==> src/rtl/ufp_regs.vh <==
`ifndef UFP_REGS_VH
`define UFP_REGS_VH
// Parameter disable code
`define UFP_DISABLE_CODE   8'hFF
// Frame end check encodings
`define UFP_CHK_NONE       2'h0
`define UFP_CHK_START      2'h1
`define UFP_CHK_STOP       2'h2
`define UFP_CHK_BOTH       2'h3
// Packet, address and inquiry retry limits
`define UFP_PKT_MAX        48
`define UFP_ADDR_MAX       16
`define UFP_INQ_TRIES      5
// Timing in microseconds at a 40 ns clock
`define UFP_CLK_NS         40
`define UFP_GAP_US         400
`define UFP_BOOT_US        100000
`define UFP_RESP_US        50000
`define UFP_GAP_CYC        ((`UFP_GAP_US * 1000) / `UFP_CLK_NS)
`define UFP_BOOT_CYC       ((`UFP_BOOT_US * 1000) / `UFP_CLK_NS)
`define UFP_RESP_CYC       ((`UFP_RESP_US * 1000) / `UFP_CLK_NS)
`endif

==> src/rtl/ufp_fifo.v <==
`timescale 1ns/1ps
// ****************************************
// Small synchronous FIFO
// ****************************************
module ufp_fifo #(
   parameter WIDTH = 9,
   parameter DEPTH = 4,
   parameter AW    = 2
) (
   input  wire             clk_i,
   input  wire             srst_i,
   input  wire             in_valid_i,
   output wire             in_ready_o,
   input  wire [WIDTH-1:0] in_data_i,
   output wire             out_valid_o,
   input  wire             out_ready_i,
   output wire [WIDTH-1:0] out_data_o
);
   reg [WIDTH-1:0] mem_q [0:DEPTH-1];
   reg [AW-1:0]    wr_q;
   reg [AW-1:0]    rd_q;
   reg [AW:0]      cnt_q;
   wire            push;
   wire            pop;

   assign in_ready_o  = (cnt_q != DEPTH[AW:0]);
   assign out_valid_o = (cnt_q != {(AW+1){1'b0}});
   assign out_data_o  = mem_q[rd_q];
   assign push        = in_valid_i & in_ready_o;
   assign pop         = out_valid_o & out_ready_i;

   always @(posedge clk_i) begin
      if (push) begin
         mem_q[wr_q] <= in_data_i;
      end
   end

   always @(posedge clk_i) begin
      if (srst_i) begin
         wr_q  <= {AW{1'b0}};
         rd_q  <= {AW{1'b0}};
         cnt_q <= {(AW+1){1'b0}};
      end else begin
         if (push) begin
            wr_q <= (wr_q == DEPTH[AW-1:0] - 1'b1) ? {AW{1'b0}} : wr_q + 1'b1;
         end
         if (pop) begin
            rd_q <= (rd_q == DEPTH[AW-1:0] - 1'b1) ? {AW{1'b0}} : rd_q + 1'b1;
         end
         if (push & ~pop) begin
            cnt_q <= cnt_q + 1'b1;
         end else if (pop & ~push) begin
            cnt_q <= cnt_q - 1'b1;
         end
      end
   end
endmodule

==> src/rtl/ufp_parser.v <==
`timescale 1ns/1ps
// Contract
// - Length byte sits at a configured offset from the frame's first byte.
// - Frame length is length byte plus amendment; frame closes after that.
// - End check enables start and stop separately; none means transparent.
// - Enabled start word is first byte, stop word is last byte.
// - Transparent mode forwards bytes as opaque payload.
// - Transparent frame ends when character gap exceeds threshold.
// - Offset or amendment of 255 disables length parsing.
// - Address offset of 255 disables address extraction.
// - No extracted address means downlink is sent as broadcast.
// - Address at offset and length; wildcard bytes match anything.
// - After a complete frame send the ack packet; empty means none.
// - Route by host address or own MAC per configuration.
// - At power-up wait boot time, send inquiry, wait response timeout.
// - Host answers within timeout; device stores extracted address.
// - Retry inquiry up to five attempts then act as relay.
// - After abandoned inquiry, capture address from first host frame.
// - Start and stop sync words are one byte each.
// - Obtained host address is kept until reset.
`include "ufp_regs.vh"
module ufp_parser #(
   parameter GAP_CYC  = `UFP_GAP_CYC,
   parameter BOOT_CYC = `UFP_BOOT_CYC,
   parameter RESP_CYC = `UFP_RESP_CYC,
   parameter AL       = `UFP_ADDR_MAX,
   parameter PM       = `UFP_PKT_MAX
) (
   input  wire            clk_i,
   input  wire            srst_i,
   input  wire            rx_valid_i,
   input  wire [7:0]      rx_data_i,
   input  wire [1:0]      end_check_i,
   input  wire [7:0]      start_word_i,
   input  wire [7:0]      stop_word_i,
   input  wire [7:0]      len_offset_i,
   input  wire [7:0]      len_amend_i,
   input  wire [7:0]      dl_addr_offset_i,
   input  wire [4:0]      addr_len_i,
   input  wire [7:0]      bcast_wild_i,
   input  wire [7:0]      mcast_wild_i,
   input  wire [8*AL-1:0] match_addr_i,
   input  wire [5:0]      ack_len_i,
   input  wire [8*PM-1:0] ack_pkt_i,
   input  wire [5:0]      inq_len_i,
   input  wire [8*PM-1:0] inq_pkt_i,
   output reg             pay_valid_o,
   input  wire            pay_ready_i,
   output reg  [7:0]      pay_data_o,
   output reg             pay_last_o,
   output reg             frame_ok_o,
   output reg             frame_drop_o,
   output reg             bcast_o,
   output reg             addr_match_o,
   output reg             tx_valid_o,
   output reg  [7:0]      tx_data_o,
   input  wire            tx_ready_i,
   output reg  [8*AL-1:0] host_addr_o,
   output reg             host_addr_ok_o,
   output reg             use_host_addr_o,
   output reg             relay_only_o
);
   // ****************************************
   // Receive parsing
   // ****************************************
   localparam IS_BOOT = 3'h0;
   localparam IS_SEND = 3'h1;
   localparam IS_WAIT = 3'h2;
   localparam IS_DONE = 3'h3;
   localparam IS_GIVE = 3'h4;

   wire       transp = (end_check_i == `UFP_CHK_NONE);
   wire       chk_st = end_check_i[0];
   wire       chk_sp = end_check_i[1];
   wire       len_en = (len_offset_i != `UFP_DISABLE_CODE) &&
                       (len_amend_i != `UFP_DISABLE_CODE);
   wire       adr_en = (dl_addr_offset_i != `UFP_DISABLE_CODE) && !transp;

   reg  [7:0] idx_q;
   reg        in_frm_q;
   reg        bad_q;
   reg  [8:0] tot_q;
   reg        tot_ok_q;
   reg  [7:0] last_q;
   reg [31:0] gap_q;
   reg [AL-1:0] mm_q;
   reg [8*AL-1:0] cap_q;
   reg        fifo_in_v;
   wire       fifo_in_r;
   reg  [8:0] fifo_in_d;
   wire       fifo_out_v;
   wire [8:0] fifo_out_d;
   reg        close_d;
   reg        ok_d;
   wire       take = rx_valid_i && fifo_in_r;
   wire       gap_end = in_frm_q && transp && (gap_q >= GAP_CYC);
   wire [8:0] len_tot = {1'b0, rx_data_i} + {1'b0, len_amend_i};
   wire       st_bad = chk_st && (rx_data_i != start_word_i);

   always @* begin
      close_d = 1'b0;
      ok_d    = 1'b0;
      if (gap_end) begin
         close_d = 1'b1;
         ok_d    = 1'b1;
      end else if (take && in_frm_q && !transp) begin
         if (len_en && tot_ok_q && ({1'b0, idx_q} + 9'h001 == tot_q)) begin
            close_d = 1'b1;
            ok_d    = !bad_q && !(chk_sp && rx_data_i != stop_word_i);
         end else if (!len_en && chk_sp && rx_data_i == stop_word_i) begin
            close_d = 1'b1;
            ok_d    = !bad_q;
         end
      end
   end

   genvar g;
   generate
      for (g = 0; g < AL; g = g + 1) begin : g_adr
         localparam [7:0] GOFF = g;
         wire [7:0] pos = dl_addr_offset_i + GOFF;
         wire [7:0] mb  = match_addr_i[8*g +: 8];
         always @(posedge clk_i) begin
            if (srst_i) begin
               mm_q[g]         <= 1'b0;
               cap_q[8*g +: 8] <= 8'h00;
            end else if (take && (!in_frm_q ? 8'h00 : idx_q) == pos) begin
               cap_q[8*g +: 8] <= rx_data_i;
               mm_q[g] <= (g >= addr_len_i) || (rx_data_i == mb) ||
                          (rx_data_i == bcast_wild_i) || (rx_data_i == mcast_wild_i);
            end else if (take && !in_frm_q) begin
               mm_q[g] <= (g >= addr_len_i);
            end
         end
      end
   endgenerate

   always @(posedge clk_i) begin
      if (srst_i) begin
         idx_q <= 8'h00; in_frm_q <= 1'b0; bad_q <= 1'b0;
         tot_q <= 9'h000; tot_ok_q <= 1'b0; last_q <= 8'h00; gap_q <= 32'h0;
         frame_ok_o <= 1'b0; frame_drop_o <= 1'b0;
         bcast_o <= 1'b0; addr_match_o <= 1'b0;
      end else begin
         frame_ok_o   <= close_d && ok_d;
         frame_drop_o <= close_d && !ok_d;
         if (close_d) begin
            bcast_o      <= !adr_en;
            addr_match_o <= adr_en && (&mm_q);
         end
         gap_q <= take ? 32'h0 : gap_q + 32'h1;
         if (close_d) begin
            in_frm_q <= 1'b0;
            idx_q    <= 8'h00;
            tot_ok_q <= 1'b0;
         end else if (take) begin
            if (!in_frm_q) begin
               if (!st_bad) begin
                  in_frm_q <= 1'b1;
                  idx_q    <= 8'h01;
                  bad_q    <= 1'b0;
               end
            end else begin
               idx_q <= idx_q + 8'h01;
               if (len_en && idx_q == len_offset_i) begin
                  tot_q    <= len_tot;
                  tot_ok_q <= 1'b1;
               end
            end
            last_q <= rx_data_i;
         end
      end
   end

   always @* begin
      fifo_in_v = take && (in_frm_q || !st_bad);
      fifo_in_d = {close_d && take, rx_data_i};
   end

   // ****************************************
   // Output buffer
   // ****************************************
   ufp_fifo #(.WIDTH(9), .DEPTH(4), .AW(2)) u_fifo (
      .clk_i       (clk_i),
      .srst_i      (srst_i),
      .in_valid_i  (fifo_in_v),
      .in_ready_o  (fifo_in_r),
      .in_data_i   (fifo_in_d),
      .out_valid_o (fifo_out_v),
      .out_ready_i (!pay_valid_o || pay_ready_i),
      .out_data_o  (fifo_out_d)
   );

   always @(posedge clk_i) begin
      if (srst_i) begin
         pay_valid_o <= 1'b0; pay_data_o <= 8'h00; pay_last_o <= 1'b0;
      end else if (!pay_valid_o || pay_ready_i) begin
         pay_valid_o <= fifo_out_v;
         pay_data_o  <= fifo_out_d[7:0];
         pay_last_o  <= fifo_out_d[8];
      end
   end

   // ****************************************
   // Inquiry and acknowledge transmit
   // ****************************************
   reg  [2:0]  ist_q;
   reg  [31:0] tmr_q;
   reg  [2:0]  try_q;
   reg  [5:0]  tx_idx_q;
   reg         tx_ack_q;
   reg         tx_busy_q;
   reg         ack_pend_q;
   wire [5:0]  tx_len = tx_ack_q ? ack_len_i : inq_len_i;
   wire [8*PM-1:0] tx_pkt = tx_ack_q ? ack_pkt_i : inq_pkt_i;
   wire        got_frm = frame_ok_o && !host_addr_ok_o && adr_en;

   always @(posedge clk_i) begin
      if (srst_i) begin
         ist_q <= IS_BOOT; tmr_q <= 32'h0; try_q <= 3'h0;
         tx_idx_q <= 6'h00; tx_ack_q <= 1'b0; tx_busy_q <= 1'b0;
         ack_pend_q <= 1'b0; tx_valid_o <= 1'b0; tx_data_o <= 8'h00;
         host_addr_o <= {8*AL{1'b0}}; host_addr_ok_o <= 1'b0;
         use_host_addr_o <= 1'b0; relay_only_o <= 1'b0;
      end else begin
         use_host_addr_o <= (inq_len_i != 6'h00);
         if (frame_ok_o && ack_len_i != 6'h00) begin
            ack_pend_q <= 1'b1;
         end
         if (got_frm && ist_q != IS_BOOT && ist_q != IS_SEND) begin
            host_addr_o    <= cap_q;
            host_addr_ok_o <= 1'b1;
         end
         if (tx_valid_o && !tx_ready_i) begin
            tx_valid_o <= 1'b1;
         end else if (tx_busy_q) begin
            if (tx_idx_q < tx_len && tx_idx_q < PM[5:0]) begin
               tx_valid_o <= 1'b1;
               tx_data_o  <= tx_pkt[8*tx_idx_q +: 8];
               tx_idx_q   <= tx_idx_q + 6'h01;
            end else begin
               tx_valid_o <= 1'b0;
               tx_busy_q  <= 1'b0;
            end
         end else if (ack_pend_q && !(frame_ok_o && ack_len_i != 6'h00)) begin
            ack_pend_q <= 1'b0;
            tx_ack_q   <= 1'b1;
            tx_busy_q  <= 1'b1;
            tx_idx_q   <= 6'h00;
            tx_valid_o <= 1'b0;
         end else begin
            tx_valid_o <= 1'b0;
         end
         case (ist_q)
            IS_BOOT: begin
               if (inq_len_i == 6'h00) begin
                  ist_q <= IS_DONE;
               end else if (tmr_q + 32'h1 >= BOOT_CYC) begin
                  ist_q <= IS_SEND;
                  tmr_q <= 32'h0;
               end else begin
                  tmr_q <= tmr_q + 32'h1;
               end
            end
            IS_SEND: begin
               if (!tx_busy_q && !ack_pend_q && !tx_valid_o) begin
                  tx_ack_q  <= 1'b0;
                  tx_busy_q <= 1'b1;
                  tx_idx_q  <= 6'h00;
                  try_q     <= try_q + 3'h1;
                  tmr_q     <= 32'h0;
                  ist_q     <= IS_WAIT;
               end
            end
            IS_WAIT: begin
               if (got_frm) begin
                  ist_q <= IS_DONE;
               end else if (tmr_q + 32'h1 >= RESP_CYC) begin
                  if (try_q >= `UFP_INQ_TRIES) begin
                     ist_q        <= IS_GIVE;
                     relay_only_o <= 1'b1;
                  end else begin
                     ist_q <= IS_SEND;
                  end
               end else if (!tx_busy_q) begin
                  tmr_q <= tmr_q + 32'h1;
               end
            end
            IS_GIVE: begin
               if (got_frm) begin
                  relay_only_o <= 1'b0;
                  ist_q        <= IS_DONE;
               end
            end
            IS_DONE: begin
               ist_q <= IS_DONE;
            end
            default: begin
               ist_q <= IS_BOOT;
            end
         endcase
      end
   end
endmodule

==> config.mk <==
export PLATFORM = sky130hd
export DESIGN_NAME = ufp_parser
export DESIGN_NICKNAME = d
export VERILOG_FILES = /design/src/rtl/ufp_fifo.v /design/src/rtl/ufp_parser.v
export VERILOG_INCLUDE_DIRS = /design/src /design/src/rtl
export SDC_FILE = /design/constraint.sdc
export NUM_CORES = 1
export LEC_CHECK = 0
export BUFFER_PORTS_ARGS = -buffer_cell sky130_fd_sc_hd__buf_2
export CORE_AREA = 2 2 440 442
export CTS_BUF_LIST = sky130_fd_sc_hd__clkbuf_16
export CTS_CLUSTER_DIAMETER = 120
export DETAILED_ROUTE_END_ITERATION = 10
export DIE_AREA = 0 0 442 444
export HOLD_SLACK_MARGIN = 0.1
export PLACE_DENSITY_LB_ADDON = 0.2
export SKIP_CTS_REPAIR_TIMING = 1
export SYNTH_ARGS = -nofsm -noshare
export SYNTH_HDL_FRONTEND = slang
export SYNTH_SLANG_ARGS = --single-unit
==> constraint.sdc <==
create_clock -name clk_i -period 5.7 [get_ports clk_i]
set_input_delay 1.71 -clock clk_i [delete_from_list [all_inputs] [get_ports clk_i]]
set_output_delay 1.71 -clock clk_i [all_outputs]
set_load 0.01 [all_outputs]
Word level (Yosys, flattened, before mapping)
Memory sizes are Yosys's and may differ from the RTL's. A register that Yosys moved wholly into a read port is not among the register bits.
Index checks and enable logic that the tools add are counted.
- output and inout bits: 154
- memories kept: 1
- register bits: 394
- logic and storage cells: 419
- bits in writable memories: 36
- memory list (name ; depth ; bits a word ; rd ports ; clocked after Yosys merged registers in ; wr ports ; RTL line ; RTL):
    u_fifo.mem_q ; 4 ; 9 ; 1 ; 1 ; 1 ; ufp_fifo.v:19 ; reg [WIDTH-1:0] mem_q [0:DEPTH-1];
- bitwise gates (word level): 8
- eq/ne operators: 61
- multiplexer cells: 95
- magnitude comparators: 22
- reduce and logical (&&, ||, !) cells: 147
- shift operators: 1
- add/subtract/negate cells: 26
- operator list (operator ; count):
    two-way mux 384 bit ; 1
    variable part select 384 x 10 -> 8 bit ; 1
    equality test 8 bit ; 36
    two-way mux 32 bit ; 6
    one-hot mux 32 bit (3 select lines) ; 1
    adder 32 x 1 -> 32 bit (second input constant) ; 2
    adder 8 x 4 -> 8 bit (second input constant) ; 8
    two-way mux 1 bit ; 64
    logical OR 1 bit ; 50
    logical AND 1 bit ; 46
    two-way mux 6 bit ; 7
    greater-or-equal comparator 4 x 5 -> 1 bit (first input constant) ; 8
    nonzero test 2 bit ; 18
    adder 8 x 3 -> 8 bit (second input constant) ; 4
    greater-or-equal comparator 32 x 14 -> 1 bit (second input constant) ; 1
    greater-or-equal comparator 32 x 21 -> 1 bit (second input constant) ; 1
    greater-or-equal comparator 32 x 22 -> 1 bit (second input constant) ; 1
    two-way mux 3 bit ; 9
    two-way mux 8 bit ; 3
    inequality test 8 bit (second input constant) ; 3
    greater-or-equal comparator 3 x 5 -> 1 bit (first input constant) ; 4
    inequality test 2 bit (second input constant) ; 9
    adder 8 x 1 -> 8 bit (second input constant) ; 2
    adder 8 x 2 -> 8 bit (second input constant) ; 2
    37 further kinds ; 73

Logic depth before layout (Yosys ltp)
- depth after elaboration: 11
- mapped depth: 17
- gate-level depth less buffers: 12

Hierarchy
A second synthesis with hierarchy kept.
- cells, all modules: 2998
- area total of the unflattened synthesis: 27858.0 um2
- by module, submodules not included (module ; area an instance (um2) ; cells each ; times used):
    ufp_parser ; 26081.3 ; 2903 ; 1
    ufp_fifo ; 1776.7 ; 95 ; 1

Least setup slack after synthesis
No wires, ideal clock.
- path kind: input-to-reg
- start: input rx_data_i[1]
- end: register tot_q[8]
- stages: 14
- arrival: 4.403 ns
- path slack: 1.232 ns
- setup time: 0.065 ns
- required time: 5.635 ns
- cell sequence: clkbuf_1 > buf_1 > buf_1 > inv_1 > fa_1 > nor2b_1 > o21ai_0 > a21boi_0 > o21ai_0 > nand2b_1 > a21o_1 > a21o_1 > mux2i_1 > nor2_1
- cells in the longest elaborated chain, start to end: 8
- elaborated cells between the ends (all ways): 9
- those cells by class: 1 x add/sub; 1 x eq/ne; 4 x mux; 1 x bitwise; 2 x reduce/logical
- ends and longest elaborated chain (item ; RTL line ; RTL):
    start, declared ; ufp_parser.v:32 ; input wire [7:0] rx_data_i,
    equality test 8 bit ; ufp_parser.v:110 ; end else if (!len_en && chk_sp && rx_data_i == stop_word_i) begin
    logical AND 1 bit ; ufp_parser.v:110 ;
    two-way mux 1 bit ; ufp_parser.v:110 ;
    two-way mux 1 bit ; ufp_parser.v:107 ; if (len_en && tot_ok_q && ({1'b0, idx_q} + 9'h001 == tot_q)) begin
    two-way mux 1 bit ; ufp_parser.v:106 ; end else if (take && in_frm_q && !transp) begin
    two-way mux 1 bit ; ufp_parser.v:103 ; if (gap_end) begin
    inverter 1 bit (no source line) ; n/a ;
    AND reduction 4 bit (no source line) ; n/a ;
    end signal, assigned ; ufp_parser.v:166 ; tot_q <= len_tot;
    end, declared ; ufp_parser.v:82 ; reg [8:0] tot_q;
Parallel ways exist; a longest one is shown, timed or not.
A chain may end at the register's enable or synchronous reset.

Worst setup path in the final report
- start: input dl_addr_offset_i[0]
- end: register tmr_q[3]
- cells in the longest elaborated chain, start to end: 5
- ends and longest elaborated chain (item ; RTL line ; RTL):
    start, declared ; ufp_parser.v:38 ; input wire [7:0] dl_addr_offset_i,
    inequality test 8 bit (no source line) ; n/a ;
    logical AND 1 bit ; ufp_parser.v:77 ; wire adr_en = (dl_addr_offset_i != `UFP_DISABLE_CODE) && !transp;
    logical AND 1 bit ; ufp_parser.v:216 ; wire got_frm = frame_ok_o && !host_addr_ok_o && adr_en;
    inequality test 2 bit (no source line) ; n/a ;
    AND reduction 6 bit (no source line) ; n/a ;
    end signal, assigned ; ufp_parser.v:262 ; tmr_q <= tmr_q + 32'h1;
    end signal, assigned ; ufp_parser.v:286 ; tmr_q <= tmr_q + 32'h1;
    end, declared ; ufp_parser.v:208 ; reg [31:0] tmr_q;
No other way between the ends.

==> metrics.md <==
| Metric | Value |
|---|---|
| Die width | approximately 440 µm |
| Fin crit period | roughly 4.6 ns |
| Initial Util | roughly 15% |
| Syn avg cell area | around 9.3 µm² |
| Period utilisation layout | 80.27% |
| Worst-path maximum fanout | 15 |
| Unrepaired setup endpoints after global routing | no |
| Crit-path leading delay family | compound AO/OA/AOI/OAI gates |
| Inserted Clock Buffers | 55 |
| Synth Area in Simple Gates | ~17% |
| Vias | just under 30,000 |
| Status | complete, no violations |
| Worst r2r src | tmr_q[8] |
| Gr usage total | 21.44% |
| Global-route wire length before repair | between 200,000 and 300,000 µm |
| Hold_sp | cap_q[66] |
| IR drop worst, VDD | about 0.00022 V |
| Core ar. | approximately 0.19 mm² |
| Via density | approximately 4.4 |
| Root Buffer | clkbuf_16 |
| Largest family of logic cells by synthesized area | multiplexers |
| First-iteration detailed-routing DRC count | approximately 2,300 |
| R2R cell count | 9 |
| Total Power | around 9.2 mW |
| Final Instance Area | 0.03876 mm² |
| Vias in the first global route | about 29,000 |
| Share of cells above drive strength 1 | a little under two fifths |
| Die H | 444 µm |
| CP dominant cell by count | buf_4 |
| Pin count of the biggest net entering global routing | between 100 and 150 |
| Clk Latency, worst-skew pair | 0.66 ns |
| DRC | 0 |
| Max Cap Viol | 0 |
| Buf+Inv Stages, Crit Path | 3 |
| CP max-delay cell | o32ai_1 |
| Post-synthesis mux area share | approximately a quarter |
| Post-synth cell types | 81 |
| Adder-Cell Fraction of Synth Area | about 1.9% |
| Instance count on the critical path | 13 |
| Hold Violations, Final | 0 |
| Final Non-Filler Cells | 6,746 |
| Worst min-delay path class | flop to flop |
| Leakage power | 14.95 nW |
| Gate Count Post-Synth | around 3,000 |
| H-tree depth | 2 |
| CTS tree | done |
| GR Overflow Total | 0 |
| Commonest cells after routing, fill and taps aside | buf_2 (1,132), nand2_1 (404), dfxtp_1 (397) |
| Placed instance area | about 0.037 mm² |
| Row cnt | ~160 |
| Worst-Margin Slew | 1.164 ns |
| Slew Viols, Final | 0 |
| ANT nets after route | 0 |
| DRT Wirelength | ~220,000 µm |
| PortBufs | between 1,000 and 1,500 |
| Clk buf depth | 3 |
| Commonest non-fill, non-tap cell in the layout | buf_2 |
| Ys flop type | dfxtp_1 |
| Post-synth EDFFs | 36 |
| CP peak stage delay | approximately 0.78 ns |
| Yosys warning total | 0 |
| Pre-antenna DRT Iters | 5 |
| Mapped cell area | approximately 0.028 mm² |
| Worst Setup Start Kind | input pin |
| Nature of the critical path endpoint | flop |
| Synth Area in XOR/XNOR | 8.049% |
| CP cell instances | buf_2, ha_1, nand2_1, o32ai_1, or3b_2, a311oi_1, a211oi_1, and3_1, a21oi_1, buf_4, nor3_4, buf_4, a221o_1 |
| Post-Route Skew | 0.03422 ns |
| # clock sinks | approximately 440 |
| Fin Setup TNS | 0 ns |
| Final #Nets | slightly above 5,000 |
| Maximum clock rate | 218.6 MHz |
| Flops & latches, synth | ~440 |
| Worst Hold Path Cells | 2 |
| Critical path data required time | about 6.3 ns |
| DP Wirelength | 184,600 µm |
| Compound-Gate Fraction of Synth Area | 11.78% |
| Kind of critical path | input pin to flop |
| Wire length per cell | 32.53 µm |
| Slew HR | 22.43% |
| Clock slew at reported path FFs | about 0.060 ns |
| CP arrival | 5.14 ns |
| Register area share after synthesis | between 30% and 40% |
| Setup crit start | dl_addr_offset_i[0] |
| Ys async rst share | 0% |
| Placed cell count | ~6,500 |
| Initial antenna violation count | approximately 210 |
| Power Density | 236.7 mW/mm² |
| # setup viols final | 0 |
| Die ar. | 0.1962 mm² |
| Synth Net Count | 4,026 |
| IO Pins | roughly 1,100 |
| Area Growth Syn to Fin | 38.83% |
| GPL Wtd Cong | 1.039 |
[sequential cells by signal, summed over array words and instances, names as in the netlist, 2 cells and up]
name          flops
u_fifo.wr_q       2
tx_idx_q          6
try_q             3
cap_q           128
mm_q             16
u_fifo.cnt_q      3
pay_data_o        8
gap_q            32
tx_data_o         8
u_fifo.mem_q     36
u_fifo.rd_q       2
tot_q             9
tmr_q            32
idx_q             8
ist_q             3
host_addr_o     128
[area by class of cell]
| type | count | area (µm²) |
|---|---|---|
| antenna | 166 | 415.4 |
| clock buffer | 56 | 1401 |
| clock inverter | 44 | 379.1 |
| fill | 21520 | 152800 |
| inverter | 43 | 161.4 |
| multi-input combinational | 2264 | 17700 |
| sequential | 439 | 9166 |
| tap | 2526 | 3161 |
| timing repair buffer | 1208 | 6369 |
[worst paths after layout]
check	to	slack [ns]
worst max register to register	tmr_q[11]	1.34
worst max-delay path	tmr_q[3]	1.12
worst min register to register	host_addr_o[66]	0.44
worst min-delay path	host_addr_o[66]	0.44
[synthesized netlist by cell type, types with 13 or more instances]
library cell / n / area (µm²)
nand4_1: 43 / 269.0
inv_1: 41 / 153.9
xor2_1: 143 / 1252
buf_1: 28 / 105.1
nor3_1: 43 / 215.2
nor2_1: 286 / 1074
nand2_1: 404 / 1516
a21oi_1: 215 / 1076
nor4_1: 43 / 269.0
o221ai_1: 44 / 385.4
or3_1: 13 / 81.33
a211oi_1: 56 / 420.4
nor2b_1: 17 / 106.4
ha_1: 40 / 500.5
and2_1: 24 / 150.1
clkbuf_1: 203 / 762.0
dfxtp_1: 403 / 8068
mux4_2: 197 / 4437
xnor2_1: 111 / 972.2
nand3_1: 56 / 280.3
mux2i_1: 228 / 2282
and3_1: 24 / 150.1
o21ai_0: 60 / 300.3
edfxtp_1: 36 / 1081
buf_2: 21 / 105.1
a221o_1: 14 / 140.1
[power breakdown]
part	internal, mW	switching (mW)	total, mW
clock	2.05	1.50	3.55
sequential	3.22	0.160	3.38
combinational	0.947	1.30	2.25
[worst min-delay path: stages (launching register included)]
cell and delay [ns]:
dfxtp_1 0.31, nand2_1 0.05, a21oi_1 0.05
[metrics by stage]
| step | hold slack [ns] | setup slack [ns] | util [%] |
|---|---|---|---|
| finish | 0.4360 | 1.124 | 20.23 |
| floorplan | 0.4258 | 1.232 | - |
| detailed placement | 0.4402 | 0.5159 | 19.08 |
| CTS | 0.4196 | 1.192 | 20.01 |
| global placement | 0.4378 | 0.6025 | 19.08 |
| global route | 0.4642 | 0.9791 | 20.17 |
[kinds of logic after synthesis]
group                    after synthesis
XOR/XNOR                             255
adder cells (fa/ha/maj)               42
buffers and inverters                297
flip-flops                           439
AND/OR/NAND/NOR                     1026
multiplexers                         434
AO/OA/AOI/OAI                        507
[routing by layer]
| metal | GRT usage, % | up-vias | wire length (µm) | share of wire, % |
|---|---|---|---|---|
| met5 | 0 | - | 206 | 0.094 |
| met4 | 12.34 | 30 | 14170 | 6.5 |
| met3 | 4.073 | 441 | 13100 | 6.0 |
| met2 | 35.56 | 1287 | 104000 | 47 |
| met1 | 25.90 | 14760 | 88040 | 40 |
| li1 | - | 13170 | - | - |
Power figures use the tool's default switching activity.
